[src/rtl/strrx_pkg.sv]
// constants and types shared by the string receiver files
// ---------------------------------------------------------------------------
// ---------------------------------------------------------------------------
package strrx_pkg;
    // register offsets (byte addresses)
    localparam logic [9:0] REG_CTRL    = 10'h000;
    localparam logic [9:0] REG_LEN     = 10'h004;
    localparam logic [9:0] REG_DEST    = 10'h008;
    localparam logic [9:0] REG_ICTO    = 10'h00C;
    localparam logic [9:0] REG_FCTO    = 10'h010;
    localparam logic [9:0] REG_TERM    = 10'h014;
    localparam logic [9:0] REG_STATUS  = 10'h018;
    localparam logic [9:0] REG_INT_ST  = 10'h01C;
    localparam logic [9:0] REG_INT_EN  = 10'h020;
    localparam logic [9:0] REG_INT_CLR = 10'h024;
    localparam logic [9:0] REG_BUF     = 10'h200;  // 128 words of string buffer
    // control fields
    localparam int CTRL_EN     = 0;
    localparam int CTRL_VAR    = 1;
    localparam int CTRL_SWAP   = 2;
    localparam int CTRL_TERM2  = 3;
    localparam int CTRL_PORT_L = 4;  // two-bit port selector at 5:4
    localparam logic [1:0] SECOND_PORT = 2'h2;
    // status / event fields
    localparam int ST_BUSY  = 0;
    localparam int ST_DONE  = 1;
    localparam int ST_ICTO  = 2;
    localparam int ST_FCTO  = 3;
    localparam int ST_OVF   = 4;
    localparam int ST_W     = 5;
    // reset values
    localparam logic [7:0]  LEN_RST  = 8'h01;
    localparam logic [15:0] TERM_RST = 16'h000D;
    // limits and timing
    localparam int MAX_BYTES  = 128;
    localparam int CLK_HZ     = 25_000_000;
    localparam int MS_CYCLES  = CLK_HZ / 1000;
    // states of the receive state machine
    typedef enum {S_IDLE, S_WAIT, S_RECV, S_COPY, S_HOLD} rx_state_t;
endpackage

[src/rtl/strrx_mem_if.sv]
// write port between the receiver core and its string memory
`timescale 1ns/1ps
interface strrx_mem_if;
    logic        we;
    logic [6:0]  waddr;
    logic [15:0] wdata;
    modport core (output we, output waddr, output wdata);
    modport mem  (input we, input waddr, input wdata);
endinterface

[src/rtl/strrx_word_mem.sv]
// word memory that holds received strings for software to read
`timescale 1ns/1ps
module strrx_word_mem #(
    parameter int DEPTH = 128
) (
    // clock
    input  wire logic               mclk_i,
    // write side
    strrx_mem_if.mem                wr,
    // read side
    input  wire logic [6:0]         raddr_i,
    output      logic [15:0]        rdata_o
);
    logic [15:0] words [DEPTH];

    if (DEPTH < 1 || DEPTH > 128) begin : g_bad_depth
        $error("DEPTH out of range");
    end

    always_ff @(posedge mclk_i) begin
        if (wr.we) begin
            words[wr.waddr] <= wr.wdata;
        end
    end

    always_comb begin
        rdata_o = words[raddr_i];
    end
endmodule // strrx_word_mem

[src/rtl/ascii_string_receiver.sv]
// ascii string receiver: serial byte intake, packing, flags and Avalon registers
//
// The Avalon-MM interface to the registers and the placing of the registers are this design's own decisions.
`timescale 1ns/1ps
module ascii_string_receiver
    import strrx_pkg::*;
#(
    parameter int DIV = 217  // cycles per bit at 115200 baud
) (
    // clock and reset
    input  wire logic        mclk_i,
    input  wire logic        rst_n_i,
    // serial input of the second port and its selector strap
    input  wire logic        rxd_i,
    input  wire logic [1:0]  port_sel_i,
    // avalon-mm slave
    input  wire logic [9:0]  address_i,
    input  wire logic        read_i,
    input  wire logic        write_i,
    input  wire logic [31:0] writedata_i,
    output      logic [31:0] readdata_o,
    output      logic        waitrequest_o,
    // status
    output      logic        busy_o,
    output      logic        irq_o
);
    if (DIV < 4 || DIV > 65535) begin : g_bad_div
        $error("DIV out of range");
    end

    // -----------------------------------------------------------------------
    // registers
    // -----------------------------------------------------------------------
    logic [5:0]  ctrl_r;
    logic [7:0]  len_r;
    logic [6:0]  dest_r;
    logic [15:0] icto_r;
    logic [15:0] fcto_r;
    logic [15:0] term_r;
    logic [ST_W-1:0] flags_r;
    logic [ST_W-1:0] int_st_r;
    logic [ST_W-1:0] int_en_r;
    logic        rd_pend_r;

    // the strap is a pin, so it passes two flip-flops like the serial line
    logic [1:0]  psel_s1_r;
    logic [1:0]  psel_s2_r;

    always_ff @(posedge mclk_i or negedge rst_n_i) begin
        if (!rst_n_i) begin
            psel_s1_r <= 2'h0;
            psel_s2_r <= 2'h0;
        end else begin
            psel_s1_r <= port_sel_i;
            psel_s2_r <= psel_s1_r;
        end
    end

    logic enable;
    logic wr_ok;
    logic [15:0] mem_rdata;
    logic [ST_W-1:0] event_set;

    assign enable = ctrl_r[CTRL_EN] && (ctrl_r[CTRL_PORT_L+1:CTRL_PORT_L] == SECOND_PORT)
                    && (psel_s2_r == SECOND_PORT);
    assign wr_ok  = write_i && !waitrequest_o;
    // reads take one wait cycle so the buffer word is settled
    assign waitrequest_o = read_i && !rd_pend_r;

    always_ff @(posedge mclk_i or negedge rst_n_i) begin
        if (!rst_n_i) begin
            ctrl_r <= 6'h00;
            len_r  <= LEN_RST;
            dest_r <= 7'h00;
            icto_r <= 16'h0000;
            fcto_r <= 16'h0000;
            term_r <= TERM_RST;
        end else if (wr_ok) begin
            unique case (address_i)
                REG_CTRL: ctrl_r <= writedata_i[5:0];
                REG_LEN: begin
                    if (writedata_i[7:0] == 8'h00) len_r <= 8'h01;
                    else if (writedata_i[7:0] > 8'(MAX_BYTES)) len_r <= 8'(MAX_BYTES);
                    else len_r <= writedata_i[7:0];
                end
                REG_DEST: dest_r <= writedata_i[6:0];
                REG_ICTO: icto_r <= writedata_i[15:0];
                REG_FCTO: fcto_r <= writedata_i[15:0];
                REG_TERM: term_r <= writedata_i[15:0];
                default: ;
            endcase
        end
    end

    always_ff @(posedge mclk_i or negedge rst_n_i) begin
        if (!rst_n_i) begin
            rd_pend_r <= 1'b0;
        end else begin
            rd_pend_r <= read_i && !rd_pend_r;
        end
    end

    always_ff @(posedge mclk_i or negedge rst_n_i) begin
        if (!rst_n_i) begin
            readdata_o <= 32'h0000_0000;
        end else if (read_i && !rd_pend_r) begin
            if (address_i >= REG_BUF) begin
                readdata_o <= {16'h0000, mem_rdata};
            end else begin
                unique case (address_i)
                    REG_CTRL:   readdata_o <= {26'h0, ctrl_r};
                    REG_LEN:    readdata_o <= {24'h0, len_r};
                    REG_DEST:   readdata_o <= {25'h0, dest_r};
                    REG_ICTO:   readdata_o <= {16'h0, icto_r};
                    REG_FCTO:   readdata_o <= {16'h0, fcto_r};
                    REG_TERM:   readdata_o <= {16'h0, term_r};
                    REG_STATUS: readdata_o <= {27'h0, flags_r};
                    REG_INT_ST: readdata_o <= {27'h0, int_st_r};
                    REG_INT_EN: readdata_o <= {27'h0, int_en_r};
                    default:    readdata_o <= 32'h0000_0000;
                endcase
            end
        end
    end

    // -----------------------------------------------------------------------
    // interrupts
    // -----------------------------------------------------------------------
    always_ff @(posedge mclk_i or negedge rst_n_i) begin
        if (!rst_n_i) begin
            int_en_r <= '0;
        end else if (wr_ok && address_i == REG_INT_EN) begin
            int_en_r <= writedata_i[ST_W-1:0];
        end
    end

    // set wins over a clear in the same cycle
    always_ff @(posedge mclk_i or negedge rst_n_i) begin
        if (!rst_n_i) begin
            int_st_r <= '0;
        end else begin
            int_st_r <= (int_st_r & ~((wr_ok && address_i == REG_INT_CLR) ?
                         writedata_i[ST_W-1:0] : '0)) | event_set;
        end
    end

    assign irq_o = |(int_st_r & int_en_r);

    // -----------------------------------------------------------------------
    // serial byte intake
    // -----------------------------------------------------------------------
    logic       rxd_s1_r;
    logic       rxd_s2_r;
    logic [15:0] bcnt_r;
    logic [3:0] bit_r;
    logic [7:0] sh_r;
    logic       in_byte_r;
    logic       byte_v_r;
    logic [7:0] byte_r;

    always_ff @(posedge mclk_i or negedge rst_n_i) begin
        if (!rst_n_i) begin
            rxd_s1_r <= 1'b1;
            rxd_s2_r <= 1'b1;
        end else begin
            rxd_s1_r <= rxd_i;
            rxd_s2_r <= rxd_s1_r;
        end
    end

    // 8N1 framing, sampled mid-bit
    always_ff @(posedge mclk_i or negedge rst_n_i) begin
        if (!rst_n_i) begin
            in_byte_r <= 1'b0;
            bcnt_r    <= 16'h0000;
            bit_r     <= 4'h0;
            sh_r      <= 8'h00;
            byte_v_r  <= 1'b0;
            byte_r    <= 8'h00;
        end else begin
            byte_v_r <= 1'b0;
            if (!in_byte_r) begin
                if (!rxd_s2_r) begin
                    in_byte_r <= 1'b1;
                    bcnt_r    <= 16'(DIV / 2);
                    bit_r     <= 4'h0;
                end
            end else if (bcnt_r != 16'h0000) begin
                bcnt_r <= bcnt_r - 16'h0001;
            end else begin
                bcnt_r <= 16'(DIV - 1);
                bit_r  <= bit_r + 4'h1;
                if (bit_r == 4'h0 && rxd_s2_r) begin
                    in_byte_r <= 1'b0;  // false start
                end else if (bit_r >= 4'h1 && bit_r <= 4'h8) begin
                    sh_r <= {rxd_s2_r, sh_r[7:1]};
                end else if (bit_r == 4'h9) begin
                    in_byte_r <= 1'b0;
                    byte_v_r  <= rxd_s2_r;
                    byte_r    <= sh_r;
                end
            end
        end
    end

    // -----------------------------------------------------------------------
    // receive state machine
    // -----------------------------------------------------------------------
    // bytes gather in a staging array so a timed-out string never reaches memory
    logic [7:0]  stage_r [MAX_BYTES];
    rx_state_t   state_r;
    logic [7:0]  cnt_r;
    logic [7:0]  prev_r;
    // 31 bits so the longest timeout of 65535 ms still fits
    logic [30:0] tmr_r;
    logic [6:0]  copy_r;
    logic [6:0]  nwords;
    logic [30:0] ic_lim;
    logic [30:0] fc_lim;
    logic        hit_term;
    strrx_mem_if mbus();

    assign ic_lim = 31'(icto_r * MS_CYCLES);
    assign fc_lim = 31'(fcto_r * MS_CYCLES);
    assign hit_term = ctrl_r[CTRL_TERM2] ? (prev_r == term_r[15:8] && byte_r == term_r[7:0]) && cnt_r != 8'h00
                                         : (byte_r == term_r[7:0]);
    assign nwords = 7'((cnt_r + 8'h01) >> 1);

    // end of string: terminator in variable mode, byte count in fixed mode
    function automatic logic string_ends(input logic var_mode, input logic term_hit,
                                         input logic [7:0] count, input logic [7:0] limit);
        return var_mode ? term_hit : (count == limit);
    endfunction

    always_ff @(posedge mclk_i or negedge rst_n_i) begin
        if (!rst_n_i) begin
            state_r <= S_IDLE;
            cnt_r   <= 8'h00;
            prev_r  <= 8'h00;
            tmr_r   <= 31'h0;
            copy_r  <= 7'h00;
            flags_r <= '0;
        end else if (!enable) begin
            state_r <= S_IDLE;
            flags_r <= '0;
        end else begin
            unique case (state_r)
                S_IDLE: begin
                    state_r <= S_WAIT;
                    cnt_r   <= 8'h00;
                    tmr_r   <= 31'h0;
                    flags_r <= '0;
                end
                S_WAIT: begin
                    tmr_r <= tmr_r + 31'h1;
                    if (byte_v_r) begin
                        state_r <= S_RECV;
                        flags_r[ST_BUSY] <= 1'b1;
                        tmr_r   <= 31'h0;
                        stage_r[0] <= byte_r;
                        prev_r  <= byte_r;
                        cnt_r   <= 8'h01;
                        if (string_ends(ctrl_r[CTRL_VAR], hit_term, 8'h01, len_r)) begin
                            state_r <= S_COPY;
                            copy_r  <= 7'h00;
                        end
                    end else if (fcto_r != 16'h0000 && tmr_r >= fc_lim) begin
                        state_r <= S_HOLD;
                        flags_r[ST_FCTO] <= 1'b1;
                    end
                end
                S_RECV: begin
                    tmr_r <= tmr_r + 31'h1;
                    if (byte_v_r) begin
                        tmr_r  <= 31'h0;
                        prev_r <= byte_r;
                        if (ctrl_r[CTRL_VAR] && !hit_term && cnt_r >= len_r) begin
                            state_r <= S_HOLD;
                            flags_r[ST_BUSY] <= 1'b0;
                            flags_r[ST_OVF]  <= 1'b1;
                        end else begin
                            stage_r[cnt_r[6:0]] <= byte_r;
                            cnt_r <= cnt_r + 8'h01;
                            if (string_ends(ctrl_r[CTRL_VAR], hit_term, cnt_r + 8'h01, len_r)) begin
                                state_r <= S_COPY;
                                copy_r  <= 7'h00;
                            end
                        end
                    end else if (icto_r != 16'h0000 && tmr_r >= ic_lim) begin
                        state_r <= S_HOLD;
                        flags_r[ST_BUSY] <= 1'b0;
                        flags_r[ST_ICTO] <= 1'b1;
                    end
                end
                S_COPY: begin
                    copy_r <= copy_r + 7'h01;
                    if (copy_r + 7'h01 >= nwords) begin
                        state_r <= S_HOLD;
                        flags_r[ST_BUSY] <= 1'b0;
                        flags_r[ST_DONE] <= 1'b1;
                    end
                end
                S_HOLD: ;
            endcase
        end
    end

    // each event sets its sticky bit on the rising edge of the status flag
    logic [ST_W-1:0] flags_q_r;
    always_ff @(posedge mclk_i or negedge rst_n_i) begin
        if (!rst_n_i) flags_q_r <= '0;
        else flags_q_r <= flags_r;
    end
    assign event_set = flags_r & ~flags_q_r;
    assign busy_o    = flags_r[ST_BUSY];

    // first byte of a pair is the high byte unless swapped
    logic [7:0] lo_b;
    logic [7:0] hi_b;
    always_comb begin
        hi_b = stage_r[{copy_r[5:0], 1'b0}];
        lo_b = ({1'b0, copy_r, 1'b1} < {1'b0, cnt_r}) ? stage_r[{copy_r[5:0], 1'b1}] : 8'h00;
        mbus.we    = (state_r == S_COPY) && enable;
        mbus.waddr = dest_r + copy_r;
        mbus.wdata = ctrl_r[CTRL_SWAP] ? {lo_b, hi_b} : {hi_b, lo_b};
    end

    strrx_word_mem #(.DEPTH(MAX_BYTES)) u_mem (
        .mclk_i (mclk_i),
        .wr     (mbus.mem),
        .raddr_i(address_i[8:2]),
        .rdata_o(mem_rdata)
    );
endmodule // ascii_string_receiver

[config.mk]
export PLATFORM = sky130hd
export DESIGN_NAME = ascii_string_receiver
export DESIGN_NICKNAME = d
export VERILOG_FILES = /design/src/rtl/strrx_pkg.sv /design/src/rtl/strrx_mem_if.sv /design/src/rtl/strrx_word_mem.sv /design/src/rtl/ascii_string_receiver.sv
export SDC_FILE = /design/constraint.sdc
export NUM_CORES = 2
export LEC_CHECK = 0
export BUFFER_PORTS_ARGS = -buffer_cell sky130_fd_sc_hd__buf_2
export CAP_MARGIN = 0
export CORE_ASPECT_RATIO = 1.75
export CORE_MARGIN = 1.5
export CORE_UTILIZATION = 30
export DETAILED_ROUTE_END_ITERATION = 6
export GPL_TIMING_DRIVEN = 0
export SLEW_MARGIN = 20
export SYNTH_ARGS = -nofsm -noshare
export SYNTH_HDL_FRONTEND = slang
export SYNTH_SLANG_ARGS = --single-unit
[constraint.sdc]
create_clock -name mclk_i -period 7.5 [get_ports mclk_i]
set_input_delay 1.5 -clock mclk_i [delete_from_list [all_inputs] [get_ports mclk_i]]
set_output_delay 1.5 -clock mclk_i [all_outputs]
set_load 0.1 [all_outputs]
======== Word level (Yosys, flattened, before mapping) ========
Memories as Yosys holds them, arrays and structs flattened.
Cells that the tools add are included.
word-level totals
  register bits ........................... 252
  memory bits (writable) .................. 3072
  word-level logic and storage cells ...... 235
  memories kept ........................... 2
cells by class
  add/subtract/negate cells ............... 6
  $mul .................................... 2
  $lt $le $gt $ge ......................... 9
  equal/unequal tests ..................... 43
  muxes and demuxes ....................... 80
  bitwise gates (word level) .............. 9
  reductions and logical operators ........ 53
memories
  memory       depth  bits a word  rd ports  clocked after Yosys merged registers in  write ports  line                          source
  u_mem.words  128    16           1         0                                        1            strrx_word_mem.sv:14          logic [15:0] words [DEPTH];
  stage_r      128    8            2         0                                        1            ascii_string_receiver.sv:210  logic [7:0] stage_r [MAX_BYTES];
operator list
  kind                    count
  $mux 32                 8
  $pmux 16 s9             1
  $pmux 32 s4             1
  $mux 16                 5
  $eq 32x2->1 const B     2
  $ge 31x31->1            2
  $pmux 31 s2             1
  $mul 16x12->28 const B  2
  $mux 8                  7
  $reduce_bool 16->1      3
  $mux 7                  6
  $eq 10x5->1 const B     4
  $mux 1                  37
  $eq 32x1->1 const B     1
  $eq 32x3->1 const B     1
  $logic_not 32->1        1
  $add 31x1->31 const B   1
  $mux 31                 1
  $eq 8x8->1              3
  $ne 3x3->1 const B      8
  $pmux 8 s3              1
  $pmux 7 s3              1
  $eq 10x4->1 const B     2
  $eq 10x6->1 const B     2
  other kinds (47)        101

======== Logic depth before layout (Yosys ltp) ========
  depth in word-level cells ............... 15
  mapped depth ............................ 28

======== By module ========
Synthesis repeated with hierarchy kept, for this count alone.
unflattened totals
  cell total of the unflattened synthesis .. 6731
  area, all modules ....................... 136397.1 µm²
by module, submodules not included
  module                 instances  cells an instance  area each (µm²)  sequential area each (µm²)
  strrx_word_mem         1          3070               78202.5          61499.0
  ascii_string_receiver  1          3661               58194.6          35937.0

======== Worst setup path before layout ========
OpenSTA, ideal clock, no wires.
  path type ............................... register -> register
  start point ............................. reg fcto_r[2]
  end point ............................... reg state_r[0]
  library setup time ...................... 122 ps
  data arrival time ....................... 5847 ps
  slack ................................... 1532 ps
  stages on the path, launching flop included .. 28
  cell sequence ........................... dfrtp_1 inv_1 ha_1 ha_1 xor2_1 ha_1 fa_1 inv_1 fa_1 inv_1 ha_1 a211o_1 o211ai_1 a21boi_0 a21oi_1 o21ai_0 o2111ai_1 a21oi_1 xor2_1 ha_1 nand4_1 nor2_1 o21ai_0 or4_1 o22ai_1 nor3_1 nand2b_1 a32o_1
between the ends
  cells in the longest elaborated chain, start to end .. 5
ends and longest elaborated chain
  what                            line                          source
  start, declared                 ascii_string_receiver.sv:38   logic [15:0] fcto_r;
  start signal, assigned          ascii_string_receiver.sv:88   REG_FCTO: fcto_r <= writedata_i[15:0];
  $mul 16x12->28                  ascii_string_receiver.sv:224  assign fc_lim = 31'(fcto_r * MS_CYCLES);
  $ge 31x31->1                    ascii_string_receiver.sv:267  end else if (fcto_r != 16'h0000 && tmr_r >= fc_lim) begin
  $logic_and 1x1->1 (*)           ascii_string_receiver.sv:267
  $ne 4x4->1 (no line) (*)        n/a
  $reduce_and 5->1 (no line) (*)  n/a
  end signal, assigned            ascii_string_receiver.sv:264  state_r <= S_COPY;
  end signal, assigned            ascii_string_receiver.sv:268  state_r <= S_HOLD;
  end signal, assigned            ascii_string_receiver.sv:278  state_r <= S_HOLD;
  end, declared                   ascii_string_receiver.sv:211  rx_state_t state_r;
Mark *: on every way between the ends. The rest lies on a longest branch, timed or not.
A chain may end at the register's enable or synchronous reset.

======== Worst setup path after layout ========
  start point ............................. reg icto_r[5]
  end point ............................... reg state_r[0]
between the ends
  cells in the longest elaborated chain, start to end .. 5
ends and longest elaborated chain
  what                            line                          source
  start, declared                 ascii_string_receiver.sv:37   logic [15:0] icto_r;
  start signal, assigned          ascii_string_receiver.sv:87   REG_ICTO: icto_r <= writedata_i[15:0];
  $mul 16x12->28                  ascii_string_receiver.sv:223  assign ic_lim = 31'(icto_r * MS_CYCLES);
  $ge 31x31->1                    ascii_string_receiver.sv:289  end else if (icto_r != 16'h0000 && tmr_r >= ic_lim) begin
  $logic_and 1x1->1 (*)           ascii_string_receiver.sv:289
  $ne 4x4->1 (no line) (*)        n/a
  $reduce_and 5->1 (no line) (*)  n/a
  end signal, assigned            ascii_string_receiver.sv:285  state_r <= S_COPY;
  end signal, assigned            ascii_string_receiver.sv:290  state_r <= S_HOLD;
  end signal, assigned            ascii_string_receiver.sv:298  state_r <= S_HOLD;
Marked as above.

==> flow_summary.json <==
{
  "status": "finished with violations",
  "violations": "design-rule violations",
  "cts.sinks": 3279,
  "die_height_um": 895.6,
  "fillerInstances": 41840,
  "yosys_warnings": 0,
  "h-tree-depth": 5,
  "num_rows": 327,
  "firstDrtPassIters": 7,
  "setup-violations-final": 0,
  "netlist_top_cells_area": "edfxtp_1, mux4_2, dfrtp_1",
  "grt.overflow.total": 0,
  "total_power_uw": 38660,
  "holdPathStages": 0,
  "slew_viol_final": 0,
  "gp_congestion": 0.9780,
  "antenna_found_initial": 40,
  "postCtsSetupBuffers": 0,
  "hold_viol": 0,
  "wirelength_um": 427900,
  "cts.path.max_buffers": 4,
  "syn_area_um2": 136600,
  "fin_cells": 13430,
  "grt_max_degree": 129,
  "rr_worst_depth": 24,
  "cap_violations": 0,
  "grt_setup_unrepaired": "false",
  "max_slew_margin": 0.1846,
  "place_ws_ns": -0.3254,
  "yosys.area.top_type": "edfxtp_1",
  "r2r_start": "icto_r[5]$_DFFE_PN0P_",
  "async_flop_share": 0.06313,
  "period_share": 0.9511,
  "cts.repair.resized": 4,
  "core_area_um2": 453300,
  "synth_cells": 6792,
  "slowest_stage": "dfrtp_2",
  "setup_ws_ns": 0.3668,
  "crit_path_end_kind": "register",
  "reg2reg_slack_ns": 0.37,
  "hpwl_um": 304300,
  "multiInputGateArea_um2": 37810,
  "clkTransAtPathRegs_ns": 0.07,
  "max_stage_delay_ns": 0.51,
  "pin_count": 84,
  "synth-edff-count": 3072,
  "crit_required_ns": 8.29,
  "hold-path-endpoint": "psel_s2_r[0]$_DFF_PN0_",
  "cts_buffers": 308,
  "tightestPinTransition_ns": 1.223,
  "vias_per_cell": 5.240,
  "hp-start": "psel_s1_r[0]$_DFF_PN0_",
  "yosysMostFrequentCell": "edfxtp_1",
  "worstSetupStartpointType": "register",
  "critical_path.max_fanout": 6,
  "cts_hold_buf": 0,
  "yosys_most_used_dff": "edfxtp_1",
  "drc": 17,
  "grt_pass1_wl_um": 586800,
  "drive_gt1_frac": 0.2649,
  "finish.net_count": 7702,
  "yosysUniqueCellTypes": 76,
  "grt_pass1_vias": 73290,
  "synth_common_cells": "edfxtp_1, mux4_2, nor2_1, ha_1, inv_1",
  "clkLatencyLatePin_ns": 0.94,
  "portBuffers": 43,
  "p_leak_uw": 0.05345,
  "peakVddDrop_uv": 182.3,
  "max_freq_mhz": 140.2,
  "dp_cells": 12860,
  "die_w_um": 513.1,
  "crit_arrival_ns": 7.92,
  "cts_tree": "built",
  "period_needed_ns": 7.133,
  "final-seq-area_um2": 97480,
  "initial_utilization": 0.3013,
  "hold_class": "reg2reg",
  "power.density_nw_per_um2": 245.2,
  "design.die.area_um2": 459500,
  "num_vias": 70390,
  "cts-root-buf": "clkbuf_16",
  "cpMostUsedCell": "ha_1",
  "path_class": "reg2reg",
  "ys_seq_elements": 3279,
  "finClkSkew_ns": 0.08210,
  "routedWlPerCell_um": 31.85,
  "ys_seq_area_frac": 0.7134,
  "area_growth_pct": 15.42,
  "cp_cell_sequence": "ha_1, ha_1, inv_1, fa_1, fa_1, fa_1, inv_1, ha_1, a211oi_1, o21ai_0, a21oi_1, o21ai_0, a211oi_1, o31ai_1, a21oi_1, xnor2_1, ha_1, a21oi_1, o21a_1, nand2_1, a2111oi_2, a21oi_2, o21a_1, a32o_1",
  "netlist.area_leader.share": 0.6754,
  "avgSynthCellArea_um2": 20.11,
  "grtUsageTotal": 0.1835,
  "ant_nets": 0,
  "r2r-end": "state_r[0]$_DFFE_PN0P_",
  "drt-initial-drc-count": 7633
}
[worst max-delay path, delay by kind of cell (launching register included)]
family          cells  cell delay (ns)
compound gates     13             3.26
xor+xnor            1             0.19
fa+ha+maj           7             2.64
buf+inv             2             0.19
flops               1             0.51
simple gates        1             0.25
[how the worst max path moves through the flow]
stage | from | endpoint | slack [ns] | cells after the start
2_1_floorplan | fcto_r[2]$_DFFE_PN0P_ | state_r[0]$_DFFE_PN0P_ | 1.53 | 27
3_3_place_gp | rst_n_i | stage_r[72][7]$_DFFE_PP_ | -1.61 | 4
3_5_place_dp | fcto_r[2]$_DFFE_PN0P_ | state_r[0]$_DFFE_PN0P_ | -0.33 | 27
4_1_cts | fcto_r[3]$_DFFE_PN0P_ | state_r[0]$_DFFE_PN0P_ | 0.10 | 27
5_1_grt | icto_r[5]$_DFFE_PN0P_ | state_r[1]$_DFFE_PN0P_ | 0.08 | 24
6_report | icto_r[5]$_DFFE_PN0P_ | state_r[0]$_DFFE_PN0P_ | 0.37 | 24
[cell families (layout without fill, tap and decap cells)]
| family | count (synthesis) | in the layout | share of synthesized area |
|---|---|---|---|
| adder cells (fa/ha/maj) | 403 | 403 | 0.04148 |
| AO/OA/AOI/OAI | 490 | 490 | 0.02366 |
| buffers and inverters | 604 | 1286 | 0.01898 |
| XOR/XNOR | 119 | 119 | 0.007731 |
| flip-flops | 3279 | 3279 | 0.7134 |
| other | 1 | 37 | 0.00002745 |
| AND/OR/NAND/NOR | 795 | 795 | 0.02590 |
| multiplexers | 1101 | 1101 | 0.1689 |
[registers in the layout, summed over array words and instances (netlist names), 6 cells and up]
signal,cells
u_mem.words,2048
stage_r,1024
tmr_r,31
bcnt_r,16
fcto_r,16
icto_r,16
readdata_o,16
term_r,16
byte_r,8
cnt_r,8
len_r,8
prev_r,8
sh_r,8
copy_r,7
dest_r,7
ctrl_r,6
[power by group]
part	switching [µW]	internal (µW)
clock network	6980	8840
registers	48.0	19700
logic	1960	1110
[cells in the final DEF (no fill, tap or decap), types with 25 or more instances in the layout]
master / synthesis / final
a211oi_1: 25 / 25
a21o_1: 38 / 38
a21oi_1: 105 / 103
buf_16: 0 / 56
buf_2: 91 / 147
buf_4: 40 / 41
bufinv_16: 0 / 28
clkbuf_1: 154 / 166
clkbuf_16: 0 / 321
clkbuf_2: 1 / 46
clkinv_1: 1 / 58
clkinv_2: 0 / 44
dfrtp_1: 201 / 185
edfxtp_1: 3072 / 3072
fa_1: 83 / 83
ha_1: 320 / 320
inv_1: 276 / 276
mux2_2: 89 / 73
mux2i_1: 51 / 51
mux4_2: 953 / 953
nand2_1: 172 / 172
nand2b_1: 29 / 29
nand3_1: 56 / 56
nand4_1: 39 / 39
nor2_1: 387 / 257
nor2_4: 0 / 114
o21ai_0: 118 / 116
xnor2_1: 57 / 57
xor2_1: 61 / 61
[cell type report]
| type | count | area share |
|---|---|---|
| repair buffers | 133 | 0.01477 |
| clock buffers | 378 | 0.05237 |
| plain buffers | 327 | 0.01032 |
| diodes | 21 | 0.0003333 |
| inverters | 277 | 0.006595 |
| well taps | 5922 | 0.04700 |
| multi-input cells | 2924 | 0.2398 |
| clock inverters | 171 | 0.01049 |
| flip-flops and latches | 3279 | 0.6183 |
[layer usage]
metal,wire length (µm),vias to the layer above,track usage
li1,-,28600,-
met1,135200,37550,0.1841
met2,225600,3179,0.3326
met3,25140,1049,0.02633
met4,41870,8,0.1575
met5,56,-,0
[stage by stage]
stage,utilization,instance area [µm²],setup TNS [ns],hold WS [ns]
CTS,0.3476,157600,0,0.3439
global route,0.3477,157600,0,0.3494
detailed placement,0.3257,147600,-0.7695,0.3370
finish,0.3478,157700,0,0.3447
floorplan,-,136600,0,0.3312
global placement,0.3182,144300,-1269.55,0.3377
(Power assumes the default switching activity.)
